## src/include/psumb_pkg.sv

```systemverilog
`default_nettype none
package psumb_pkg;
	// request function codes
	localparam logic [7:0] FC_READ = 8'h03;
	localparam logic [7:0] FC_WRITE_ONE = 8'h06;
	localparam logic [7:0] FC_WRITE_MANY = 8'h10;
	// exception codes, and the flag ored into an echoed function code
	localparam logic [7:0] EXC_NONE = 8'h00;
	localparam logic [7:0] EXC_FUNC = 8'h01;
	localparam logic [7:0] EXC_ADDR = 8'h02;
	localparam logic [7:0] EXC_DATA = 8'h03;
	localparam logic [7:0] EXC_FLAG = 8'h80;
	// register counts per value
	localparam logic [7:0] CNT_NONE = 8'h00;
	localparam logic [7:0] CNT_ONE = 8'h01;
	localparam logic [7:0] CNT_TWO = 8'h02;
	localparam logic [7:0] CNT_FOUR = 8'h04;
	// register addresses
	localparam logic [15:0] ADDR_STATUS = 16'h10D0;
	localparam logic [15:0] ADDR_OUT_WR = 16'h10F0;
	localparam logic [15:0] ADDR_OUT_RD = 16'h1100;
	localparam logic [15:0] ADDR_MEAS_I = 16'h2010;
	localparam logic [15:0] ADDR_MEAS_V = 16'h2020;
	localparam logic [15:0] ADDR_MEAS_P = 16'h2030;
	localparam logic [15:0] ADDR_CUR_WR = 16'h3010;
	localparam logic [15:0] ADDR_CUR_RD = 16'h3020;
	localparam logic [15:0] ADDR_VOLT_WR = 16'h3030;
	localparam logic [15:0] ADDR_VOLT_RD = 16'h3040;
	localparam logic [15:0] ADDR_PWR_WR = 16'h3050;
	localparam logic [15:0] ADDR_PWR_RD = 16'h3060;
	localparam logic [15:0] ADDR_TRIP_WR = 16'h4010;
	localparam logic [15:0] ADDR_TRIP_RD = 16'h4020;
	// status word bit positions
	localparam int ST_STANDBY = 0;
	localparam int ST_LIVE = 1;
	localparam int ST_CUR_TRIP = 4;
	localparam int ST_VHI_TRIP = 5;
	localparam int ST_PWR_TRIP = 6;
	localparam int ST_SENSE_LOST = 7;
	localparam int ST_VLO_TRIP = 8;
	localparam int ST_SHUTDOWN = 9;
	localparam int ST_START_FAIL = 12;
	localparam int ST_START_PEND = 13;
	localparam int ST_I_LIMIT = 16;
	localparam int ST_V_LIMIT = 17;
	localparam int ST_REG_LOST = 29;
	localparam int ST_PHASE_MISS = 31;
	localparam int ST_FAN_STALL = 33;
	// questionable word positions fed from the status word
	localparam int QW_CUR_TRIP = 1;
	localparam int QW_VHI_TRIP = 2;
	localparam int QW_PWR_TRIP = 3;
	localparam int QW_SENSE_LOST = 6;
	// values after reset and trip filter length
	localparam logic [31:0] TARGET_RST = 32'h00000000;
	localparam logic OUTPUT_RST = 1'b0;
	localparam logic [63:0] STATUS_RST = 64'h0000000000000001;
	localparam int TRIP_SAMPLES = 4;
endpackage
`default_nettype wire

```

## src/logic/psumb_regs.sv

```systemverilog
`default_nettype none
// What this block does
// - status word readable at 0x10D0, function 0x03, four registers
// - status bits follow live conditions, except bit 4 latched until an output write
// - reading the status word changes nothing
// - questionable word bits are a subset of the status word
// - bit 0 standby, bit 1 output active
// - bits 4,5,6,8 trips; bit 7 remote sense out of bounds
// - bit 9 shows an internal shutdown condition
// - bit 12 startup failed, bit 13 startup pending
// - bit 16 current over rating, bit 17 voltage over rating
// - bit 29 out of regulation
// - bit 31 phase missing, bit 33 fan stall, spare bits zero
// - write 1 or 0 at 0x10F0, function 0x06, switches output
// - readback at 0x1100 is 1 only while output active
// - 0x2010 returns last sampled current float, two registers
// - 0x2020 returns voltage, sense voltage when remote sensing
// - 0x2030 returns last sampled power float, two registers
// - current target written 0x3010 function 0x10, read 0x3020
// - voltage target written 0x3030, read 0x3040
// - power target written 0x3050, read 0x3060
// - trip limit 0x4010/0x4020; repeated overcurrent disconnects, faults
module psumb_regs
	import psumb_pkg::*;
#(
	parameter int TRIP_COUNT = TRIP_SAMPLES
) (
	input wire logic clk,
	input wire logic rst,
	input wire logic req_valid,
	input wire logic [7:0] req_func,
	input wire logic [15:0] req_addr,
	input wire logic [7:0] req_count,
	input wire logic [31:0] req_wdata,
	output logic rsp_valid,
	output logic [7:0] rsp_func,
	output logic [7:0] rsp_exc_code,
	output logic [7:0] rsp_count,
	output logic [63:0] rsp_data,
	input wire logic meas_valid,
	input wire logic [31:0] meas_current,
	input wire logic [31:0] meas_voltage,
	input wire logic [31:0] sense_voltage,
	input wire logic remote_sense_on,
	input wire logic [31:0] meas_power,
	input wire logic voltage_high_trip_flag,
	input wire logic power_trip_flag,
	input wire logic far_sense_lost_flag,
	input wire logic voltage_low_trip_flag,
	input wire logic shutdown_flag,
	input wire logic startup_failed_flag,
	input wire logic startup_pending_flag,
	input wire logic terminal_current_limit_flag,
	input wire logic terminal_voltage_limit_flag,
	input wire logic regulation_lost_flag,
	input wire logic input_phase_missing_flag,
	input wire logic fan_stall_flag,
	output logic power_enable,
	output logic [31:0] current_target,
	output logic [31:0] voltage_target,
	output logic [31:0] power_target,
	output logic [15:0] quest_word
);

	function automatic logic [7:0] map_count(
		input logic [7:0] f,
		input logic [15:0] a
	);
		map_count = CNT_NONE;
		case (f)
			FC_READ: begin
				case (a)
					ADDR_STATUS: map_count = CNT_FOUR;
					ADDR_OUT_RD: map_count = CNT_ONE;
					ADDR_MEAS_I, ADDR_MEAS_V, ADDR_MEAS_P,
					ADDR_CUR_RD, ADDR_VOLT_RD, ADDR_PWR_RD,
					ADDR_TRIP_RD: map_count = CNT_TWO;
					default: map_count = CNT_NONE;
				endcase
			end
			FC_WRITE_ONE: begin
				if (a == ADDR_OUT_WR)
					map_count = CNT_ONE;
			end
			FC_WRITE_MANY: begin
				case (a)
					ADDR_CUR_WR, ADDR_VOLT_WR, ADDR_PWR_WR,
					ADDR_TRIP_WR: map_count = CNT_TWO;
					default: map_count = CNT_NONE;
				endcase
			end
			default: map_count = CNT_NONE;
		endcase
	endfunction

	// floats above zero compare as unsigned integers
	function automatic logic f_above(
		input logic [31:0] a,
		input logic [31:0] b
	);
		if (a[31])
			f_above = 1'b0;
		else if (b[31])
			f_above = |a[30:0];
		else
			f_above = a[30:0] > b[30:0];
	endfunction

	localparam int CW = $clog2(TRIP_COUNT + 1);

	logic [11:0] flag_raw;
	logic [11:0] flag_meta;
	logic [11:0] flag_sync;
	logic [63:0] status_word;
	logic [63:0] next_status;
	logic output_on;
	logic trip_fault;
	logic [31:0] trip_limit;
	logic [31:0] avg_current;
	logic [31:0] avg_voltage;
	logic [31:0] avg_power;
	logic [CW-1:0] over_cnt;
	logic over_now;
	logic trip_now;
	logic func_known;
	logic [7:0] want_count;
	logic [7:0] exc_code;
	logic accept;
	logic wr_out;
	logic wr_many;
	logic [63:0] rd_data;

	assign flag_raw = {fan_stall_flag, input_phase_missing_flag,
		regulation_lost_flag, terminal_voltage_limit_flag,
		terminal_current_limit_flag, startup_pending_flag,
		startup_failed_flag, shutdown_flag, voltage_low_trip_flag,
		far_sense_lost_flag, power_trip_flag, voltage_high_trip_flag};

	// condition pins come from other logic blocks, unsynchronised
	always_ff @(posedge clk) begin
		if (rst) begin
			flag_meta <= '0;
			flag_sync <= '0;
		end else begin
			flag_meta <= flag_raw;
			flag_sync <= flag_meta;
		end
	end

	// request check: function, then address, then count and value
	always_comb begin
		func_known = (req_func == FC_READ) || (req_func == FC_WRITE_ONE)
			|| (req_func == FC_WRITE_MANY);
		want_count = map_count(req_func, req_addr);
		if (!func_known)
			exc_code = EXC_FUNC;
		else if (want_count == CNT_NONE)
			exc_code = EXC_ADDR;
		else if (want_count != req_count)
			exc_code = EXC_DATA;
		else if (req_func == FC_WRITE_ONE && req_wdata[15:1] != '0)
			exc_code = EXC_DATA;
		else
			exc_code = EXC_NONE;
	end

	assign accept = req_valid && (exc_code == EXC_NONE);
	assign wr_out = accept && (req_func == FC_WRITE_ONE);
	assign wr_many = accept && (req_func == FC_WRITE_MANY);

	always_ff @(posedge clk) begin
		if (rst) begin
			current_target <= TARGET_RST;
			voltage_target <= TARGET_RST;
			power_target <= TARGET_RST;
			trip_limit <= TARGET_RST;
		end else if (wr_many) begin
			case (req_addr)
				ADDR_CUR_WR: current_target <= req_wdata;
				ADDR_VOLT_WR: voltage_target <= req_wdata;
				ADDR_PWR_WR: power_target <= req_wdata;
				ADDR_TRIP_WR: trip_limit <= req_wdata;
				default: trip_limit <= trip_limit;
			endcase
		end
	end

	always_ff @(posedge clk) begin
		if (rst) begin
			avg_current <= TARGET_RST;
			avg_voltage <= TARGET_RST;
			avg_power <= TARGET_RST;
		end else if (meas_valid) begin
			avg_current <= meas_current;
			avg_voltage <= remote_sense_on ? sense_voltage
				: meas_voltage;
			avg_power <= meas_power;
		end
	end

	// trip filter counts consecutive samples above the limit
	assign over_now = meas_valid && output_on
		&& f_above(meas_current, trip_limit);
	assign trip_now = over_now
		&& (over_cnt == CW'(TRIP_COUNT - 1));

	always_ff @(posedge clk) begin
		if (rst)
			over_cnt <= '0;
		else if (!output_on || trip_now)
			over_cnt <= '0;
		else if (meas_valid)
			over_cnt <= over_now ? over_cnt + 1'b1 : '0;
	end

	// a trip beats a same-cycle enable
	always_ff @(posedge clk) begin
		if (rst)
			output_on <= OUTPUT_RST;
		else if (trip_now)
			output_on <= 1'b0;
		else if (wr_out)
			output_on <= req_wdata[0];
	end

	always_ff @(posedge clk) begin
		if (rst)
			trip_fault <= 1'b0;
		else if (trip_now)
			trip_fault <= 1'b1;
		else if (wr_out)
			trip_fault <= 1'b0;
	end

	assign power_enable = output_on;

	// live status image, spare bits stay zero
	always_comb begin
		next_status = '0;
		next_status[ST_STANDBY] = ~output_on;
		next_status[ST_LIVE] = output_on;
		next_status[ST_CUR_TRIP] = trip_fault;
		next_status[ST_VHI_TRIP] = flag_sync[0];
		next_status[ST_PWR_TRIP] = flag_sync[1];
		next_status[ST_SENSE_LOST] = flag_sync[2];
		next_status[ST_VLO_TRIP] = flag_sync[3];
		next_status[ST_SHUTDOWN] = flag_sync[4];
		next_status[ST_START_FAIL] = flag_sync[5];
		next_status[ST_START_PEND] = flag_sync[6];
		next_status[ST_I_LIMIT] = flag_sync[7];
		next_status[ST_V_LIMIT] = flag_sync[8];
		next_status[ST_REG_LOST] = flag_sync[9];
		next_status[ST_PHASE_MISS] = flag_sync[10];
		next_status[ST_FAN_STALL] = flag_sync[11];
	end

	always_ff @(posedge clk) begin
		if (rst)
			status_word <= STATUS_RST;
		else
			status_word <= next_status;
	end

	always_comb begin
		quest_word = '0;
		quest_word[QW_CUR_TRIP] = status_word[ST_CUR_TRIP];
		quest_word[QW_VHI_TRIP] = status_word[ST_VHI_TRIP];
		quest_word[QW_PWR_TRIP] = status_word[ST_PWR_TRIP];
		quest_word[QW_SENSE_LOST] = status_word[ST_SENSE_LOST];
	end

	// value sits in the low words, first register most significant
	always_comb begin
		rd_data = '0;
		case (req_addr)
			ADDR_STATUS: rd_data = status_word;
			ADDR_OUT_RD: rd_data[0] = status_word[ST_LIVE];
			ADDR_MEAS_I: rd_data[31:0] = avg_current;
			ADDR_MEAS_V: rd_data[31:0] = avg_voltage;
			ADDR_MEAS_P: rd_data[31:0] = avg_power;
			ADDR_CUR_RD: rd_data[31:0] = current_target;
			ADDR_VOLT_RD: rd_data[31:0] = voltage_target;
			ADDR_PWR_RD: rd_data[31:0] = power_target;
			ADDR_TRIP_RD: rd_data[31:0] = trip_limit;
			default: rd_data = '0;
		endcase
	end

	always_ff @(posedge clk) begin
		if (rst) begin
			rsp_valid <= 1'b0;
			rsp_func <= 8'h00;
			rsp_exc_code <= EXC_NONE;
			rsp_count <= CNT_NONE;
			rsp_data <= '0;
		end else begin
			rsp_valid <= req_valid;
			if (req_valid) begin
				rsp_exc_code <= exc_code;
				rsp_func <= (exc_code == EXC_NONE) ? req_func
					: (req_func | EXC_FLAG);
				rsp_count <= (exc_code == EXC_NONE) ? req_count
					: CNT_NONE;
				rsp_data <= (accept && req_func == FC_READ) ? rd_data
					: {32'h00000000, req_wdata};
			end
		end
	end
endmodule // psumb_regs
`default_nettype wire

```

## config.mk

```make
export PLATFORM = sky130hd
export DESIGN_NAME = psumb_regs
export DESIGN_NICKNAME = d
export VERILOG_FILES = /design/src/include/psumb_pkg.sv /design/src/logic/psumb_regs.sv
export SDC_FILE = /design/constraint.sdc
export NUM_CORES = 1
export LEC_CHECK = 0
export ABC_AREA = 1
export BUFFER_PORTS_ARGS = -buffer_cell sky130_fd_sc_hd__buf_2
export CORE_UTILIZATION = 28
export CTS_CLUSTER_DIAMETER = 30
export DETAILED_ROUTE_END_ITERATION = 8
export GPL_TIMING_DRIVEN = 0
export HOLD_SLACK_MARGIN = 0.15
export PLACE_DENSITY = 0.5
export SYNTH_ARGS = -nofsm -noshare
export SYNTH_HDL_FRONTEND = slang
export SYNTH_SLANG_ARGS = --single-unit
export TNS_END_PERCENT = 30
```

## constraint.sdc

```tcl
create_clock -name clk -period 2.3 [get_ports clk]
set_input_delay 0.115 -clock clk [delete_from_list [all_inputs] [get_ports clk]]
set_output_delay 0.115 -clock clk [all_outputs]
set_load 0.005 [all_outputs]
```

==> flow_summary_export.csv, run 1 <==
group,metric,value,unit
drt,drt_iter0_markers,1102,
run_status,status,"finished clean",
clock_network,worstSkewPairLatency,0.60,ns
grt,grt_pass1_wl,105000,um
drt,vias,18100,
placed_design,dp_cells,3567,
worst_setup_path,crit_required,2.82,ns
worst_setup_path,crit_chain,"buf_2 -> nor2_2 -> nand2_2 -> buf_2 -> nor2_2 -> and2_0 -> clkbuf_1 -> nand2_1 -> nand4_1 -> nor3_1 -> nand4_1 -> nand3_1 -> a21oi_1",
synth,muxShareOfSynthArea,0,
layout,area_growth,52.5,%
worst_setup_path,rrSetupSlack,0.14,ns
hold_path,hold_class,"input port to flop",
sta,relSlewSlack,0.423,
grt,grt_pass1_vias,18100,
synth,synth_top_cell_by_area,"dfxtp_1",
synth,synth.cell_area,15900,sq um
drt,post_drt_wl_per_cell,18.3,um
synth,synth-simple-area-share,0.331,
layout,final_cell_area,24200,sq um
placed_design,placed_area,18800,sq um
synth,ys_types,37,
floorplanning,rows,86,
drt,vias_per_cell,4.60,
sta,period_needed,2.16,ns
worst_setup_path,critical_path_class,"input port to flop",
grt,grt_overflow,0,
worst_setup_path,path_max_fanout,10,
synth,synth_xor_area_frac,0,
layout,nets,3362,
worst_setup_path,cpMaxStageDelayCell,"clkbuf_1",
sta,rsz0062_at_grt,"yes",
grt,gr-usage-all-layers,0.245,
worst_setup_path,critPathLaunchType,"input port",
sta,final-hold-violation-count,0,
grt,grt_antenna_before_repair,5,
floorplanning,start_util,0.286,
drt,drc,0,
synth,ys_ff_latch,320,
floorplanning,ioPinCount,411,
placed_design,pre_cts_slack,-0.787,ns
sta,fin_ws,0.135,ns
layout,post_route_cells_drive_above_1_share,0.210,
synth,yosysSeqAreaShare,0.404,
synth,ys_top_cells_by_area,"dfxtp_1 (40%), nand2_1 (14%), nor2_1 (11%)",
drt,drt_first_pass_iters,5,
sta,slew_violations,0,
sta,period_share,0.941,
clock_network,cts_tree,"done",
clock_network,clock-sinks,320,
synth,syn_inst,2413,
placed_design,hpwl,54600,um
synth,synth_top_family_by_area,"simple AND/OR/NAND/NOR gates",
clock_network,htreeDepth,3,
grt,grt_max_degree,13,
synth,yosysWarnings,0,
clock_network,cts_root_buffer,"clkbuf_16",
floorplanning,dieArea,57600,sq um
synth,synth-compound-area-share,0.102,
pwr,power,20.4,mW
sta,whs,0.156,ns
clock_network,clk_path_buf_depth,3,
placed_design,numPortBuffers,358,
drt,wl,72000,um
sta,timing.fmax,462,MHz
floorplanning,die_y,240,um
sta,setup_viol,0,
pwr,leakage,12.3,nW
sta,skew,0.0144,ns
worst_setup_path,endpoint_kind,"flop",
drt,antenna_left,0,
placed_design,gp_congestion,0.900,
worst_setup_path,worstPathArrival,2.68,ns
synth,syn_avg_cell_area,6.57,sq um
clock_network,cts_buffers,93,
sta,worst_pin_slew,0.865,ns
layout,instances_no_fill,3942,
run,maxCapViolCount,0,
worst_setup_path,slowest_delay,0.50,ns
pwr,p_per_area,844,nW/um^2
synth,yosys.area_share.adder,0.0260,
synth,synth.top_cell.area_share,0.404,
clock_network,clk_pin_slew,0.05,ns
pwr,peakVddDrop,0.543,mV
floorplanning,core,55500,sq um
floorplanning,die_w,240,um
==> through the flow <==
step / TNS [ns] / utilization
floorplan: 0 / -
global placement: -112.96 / 0.338
detailed placement: -114.56 / 0.338
CTS: -1.05 / 0.433
global route: -0.137 / 0.436
finish: 0 / 0.436
==> per-layer routing <==
layer | part of all wire | global-route usage | wire, um
met5 | 0.00068 | 0 | 49
met4 | 0.038 | 0.0948 | 2700
met3 | 0.065 | 0.0568 | 4650
met2 | 0.48 | 0.418 | 34300
met1 | 0.42 | 0.297 | 30300
==> worst max-delay path: cells and delay by family <==
kind	cells	cell delay [ns]
AND/OR/NAND/NOR	9	1.60
buffers and inverters	3	0.81
AO/OA/AOI/OAI	1	0.14
==> placed cells by master, fill, tap and decap left out, types with 95 or more instances in the layout <==
cell,instances
dlygate4sd3_1,202
nand2_1,575
nand3_1,109
o21ai_0,98
buf_2,384
a21oi_1,112
inv_1,301
clkbuf_16,95
nor2_1,458
dfxtp_1,320
==> power breakdown <==
part / internal, mW / total (mW) / leakage (nW) / switching [mW]
clock: 9.27 / 13.1 / 1.58 / 3.87
combinational: 0.656 / 1.44 / 8.08 / 0.783
sequential: 5.76 / 5.85 / 2.62 / 0.0920
==> final cells by class <==
class,count,area [sq um]
Clock buffer,117,2570
Antenna cell,1,2.50
Timing Repair Buffer,564,3860
Buffer,184,1020
Sequential cell,320,6410
Fill cell,5784,31300
Clock inverter,51,647
Tap cell,748,936
Multi-Input combinational cell,1645,7590
Inverter,312,1170
==> what timing repair did <==
item	CTS	global route
gates resized for setup	4	40
pin swaps	2	9
endpoints found under the hold margin	287	4
endpoints found under the setup margin	131	164
hold buffers	201	1
setup buffers	1	3
==> worst paths after layout <==
path	start	end	cells after the start
setup / recovery	req_addr[1]	rsp_data[31]$_SDFFE_PP0P_	13
hold reg to reg	flag_meta[8]$_SDFF_PP0_	flag_sync[8]$_SDFF_PP0_	2
setup reg to reg	trip_limit[23]$_SDFFE_PP0P_	over_cnt[0]$_SDFFE_PP0P_	11
hold / removal	req_func[2]	power_enable$_SDFFE_PP0P_	7
==> Yosys cell counts <==
cell type,count
a41oi_1,1
nand2_2,1
a22o_1,4
or2_1,1
nor4_1,23
nor2_2,11
nand3b_1,2
or2_2,2
clkinv_1,2
a21oi_1,113
and2_0,1
nor3_1,12
dfxtp_1,320
nand4_1,52
buf_2,27
a21boi_0,1
nand3_1,110
nor2_4,1
ha_1,33
buf_6,12
clkbuf_1,79
o211ai_1,37
o221ai_1,1
conb_1,1
buf_4,53
inv_2,4
inv_1,306
nor2_8,1
buf_1,13
nand3_2,2
nor2_1,463
o22ai_1,33
o21ai_0,99
nor4b_1,1
nand2_1,585
o21ai_1,1
nand2_4,5
==> state kept, by name (all words and copies together) (netlist names) <==
signal / count
rsp_data: 33
avg_current: 32
avg_power: 32
avg_voltage: 32
current_target: 32
power_target: 32
trip_limit: 32
voltage_target: 32
status_word: 15
flag_meta: 12
flag_sync: 12
rsp_count: 8
rsp_func: 8
over_cnt: 3
rsp_exc_code: 2
power_enable: 1
rsp_valid: 1
trip_fault: 1
==> cells by family (layout without fill, tap and decap cells) <==
logic type / count (synthesis) / count (layout)
simple gates: 1273 / 1273
buf+inv: 496 / 1228
flops: 320 / 320
compound gates: 290 / 290
fa+ha+maj: 33 / 33
other cells: 1 / 50
Note: power is estimated with default switching activity, not from simulation.
==> run 2, diff against run 1 <==
- CELL_PAD_IN_SITES_DETAIL_PLACEMENT: not set -> 1
- CELL_PAD_IN_SITES_GLOBAL_PLACEMENT: not set -> 2
- PLACE_DENSITY: 0.5 -> not set
- PLACE_DENSITY_LB_ADDON: not set -> 0.15
==> run 2 against run 1 <==
  * The flow now finishes with violations (setup timing)
  * Total power down 2.3%
  * Design area shrank 0.19%
  * Clock skew up 0.015 ns
  * Via count is 2.3% higher
  * Critical path type unchanged
  * Critical endpoint is now rsp_func[0]$_SDFFE_PP0P_
==> flow_summary_export.csv, run 2 (same netlist as run 1, synthesis figures left out) <==
group,metric,value,unit
placed_design,numPortBuffers,358,
drt,post_drt_wl_per_cell,19.8,um
layout,num-fill-cells,7176,
sta,final-hold-violation-count,0,
sta,slew_violations,0,
worst_setup_path,crit_buf_inv,5,
layout,final_common_cell,"nand2_1",
pwr,leakage,12.2,nW
drt,vias_per_cell,4.69,
placed_design,dp_cells,3567,
pwr,intPower,15.1,mW
pwr,p_seq_frac,0.294,
run,maxCapViolCount,0,
placed_design,gp_congestion,0.888,
drt,drt_first_pass_iters,5,
worst_setup_path,crit_chain,"dlygate4sd3_1 -> buf_2 -> clkbuf_1 -> buf_1 -> a21oi_1 -> dlygate4sd3_1",
layout,final_cell_mix,"nand2_1 (575), nor2_1 (452), buf_2 (381)",
grt,gr-usage-all-layers,0.268,
layout,instances_no_fill,3953,
pwr,pwr-share-clk,0.633,
pwr,swShare,0.245,
clock_network,clk_path_buf_depth,3,
worst_setup_path,worstPathArrival,2.84,ns
sta,relSlewSlack,0.354,
sta,rsz0062_at_grt,"yes",
clock_network,cts_buffers,94,
worst_setup_path,crit_top_cell,"dlygate4sd3_1",
run_status,violations,"setup timing",
pwr,peakVddDrop,0.534,mV
worst_setup_path,cpMaxStageDelayCell,"buf_1",
worst_setup_path,path_max_fanout,10,
clock_network,clock-sinks,320,
placed_design,placed_area,18800,sq um
sta,skew,0.0295,ns
sta,setup_viol,1,
floorplanning,core,55500,sq um
drt,antenna_left,0,
floorplanning,ioPinCount,411,
grt,grt_antenna_before_repair,1,
layout,largest_register_ffs,33,
worst_setup_path,crit_required,2.80,ns
sta,timing.fmax,428,MHz
sta,worst_pin_slew,0.969,ns
sta,fin_tns_setup,-0.0388,ns
pwr,p_comb_frac,0.074,
pwr,p_per_area,826,nW/um^2
clock_network,clk_pin_slew,0.05,ns
pwr,switching_power,4.89,mW
grt,grt_pass1_wl,115000,um
drt,wl,78300,um
worst_setup_path,critical_path_class,"input port to flop",
worst_setup_path,cp_num_cells,6,
drt,vias,18600,
placed_design,hpwl,58300,um
layout,nets,3368,
sta,period_needed,2.34,ns
drt,drt_iter0_markers,770,
clock_network,cts_tree,"done",
placed_design,pre_cts_slack,-0.921,ns
grt,grt_max_degree,14,
worst_setup_path,critPathLaunchType,"input port",
worst_setup_path,endpoint_kind,"flop",
floorplanning,dieArea,57600,sq um
drt,drc,0,
grt,grt_pass1_vias,19500,
sta,fin_ws,-0.0388,ns
worst_setup_path,crit_family,"buffers and inverters",
hold_path,hold_class,"input port to flop",
hold_path,min_path_cells,6,
floorplanning,rows,86,
floorplanning,die_y,240,um
worst_setup_path,reg2reg_depth,12,
floorplanning,start_util,0.286,
worst_setup_path,slowest_delay,0.77,ns
run_status,status,"finished, violations left",
sta,period_share,1.02,
floorplanning,die_w,240,um
layout,final_cell_area,24200,sq um
layout,top_register,"rsp_data",
clock_network,htreeDepth,3,
layout,post_route_cells_drive_above_1_share,0.210,
clock_network,cts_root_buffer,"clkbuf_16",
grt,grt_overflow,0,
clock_network,worstSkewPairLatency,0.63,ns
layout,area_growth,52.3,%
sta,whs,0.173,ns
-- run 2: final timing paths --
kind / slack [ns] / end / startpoint
hold reg to reg: 0.39 / status_word[29]$_SDFF_PP0_ / flag_sync[9]$_SDFF_PP0_
hold / removal: 0.17 / power_enable$_SDFFE_PP0P_ / req_func[2]
setup / recovery: -0.04 / rsp_func[0]$_SDFFE_PP0P_ / req_valid
setup reg to reg: 0.02 / over_cnt[0]$_SDFFE_PP0P_ / trip_limit[24]$_SDFFE_PP0P_
-- run 2: layout make-up --
class	instances	area, sq um	area share
tap	748	936	0.0388
buffer	183	1020	0.0423
sequential	320	6410	0.265
clock inverter	42	448	0.0185
clock buffer	131	2680	0.111
antenna	2	5.00	0.000207
multi-input combinational	1645	7580	0.314
timing repair buffer	570	3900	0.161
inverter	312	1180	0.0487
-- run 2: power groups by stage --
stage / Sequential (mW) / Combinational (mW) / Clock, mW
after floorplan: 5.92 / 0.574 / 0
after global placement: 5.94 / 1.10 / 0
after detailed placement: 5.95 / 1.14 / 0
after CTS: 5.85 / 1.45 / 12.8
after global routing: 5.87 / 1.62 / 13.1
final: 5.85 / 1.47 / 12.6
-- run 2: what timing repair did --
action | 4_1_cts | 5_1_grt
pin swaps | 5 | 11
setup buffers | 2 | 5
setup endpoints to repair | 159 | 157
hold endpoints to repair | 286 | 0
hold buffers | 205 | 0
gates resized for setup | 14 | 40
-- run 2: per-stage QoR --
step,power (mW),utilization
global placement,7.04,0.338
global route,20.6,0.435
CTS,20.1,0.432
detailed placement,7.08,0.338
finish,19.9,0.435
floorplan,6.49,-
-- run 2: worst reg2reg max path: stages (launching register included) --
cell and delay (ns):
dfxtp_1 0.30, inv_1 0.07, ha_1 0.30, nand4_1 0.20, buf_4 0.21, nor3_1 0.18, a21oi_1 0.14, o21ai_1 0.10
nand2_1 0.11, nand2_2 0.12, nand2_1 0.09, or2_2 0.30, a21oi_2 0.12
-- run 2: per-layer routing --
layer	up-vias	track usage	wire length [um]	part of all wire
met3	140	0.0493	4020	0.051
li1	8933	-	-	-
met4	0	0.121	3130	0.040
met5	-	0	0	0
met1	8984	0.319	32600	0.42
met2	499	0.466	38600	0.49
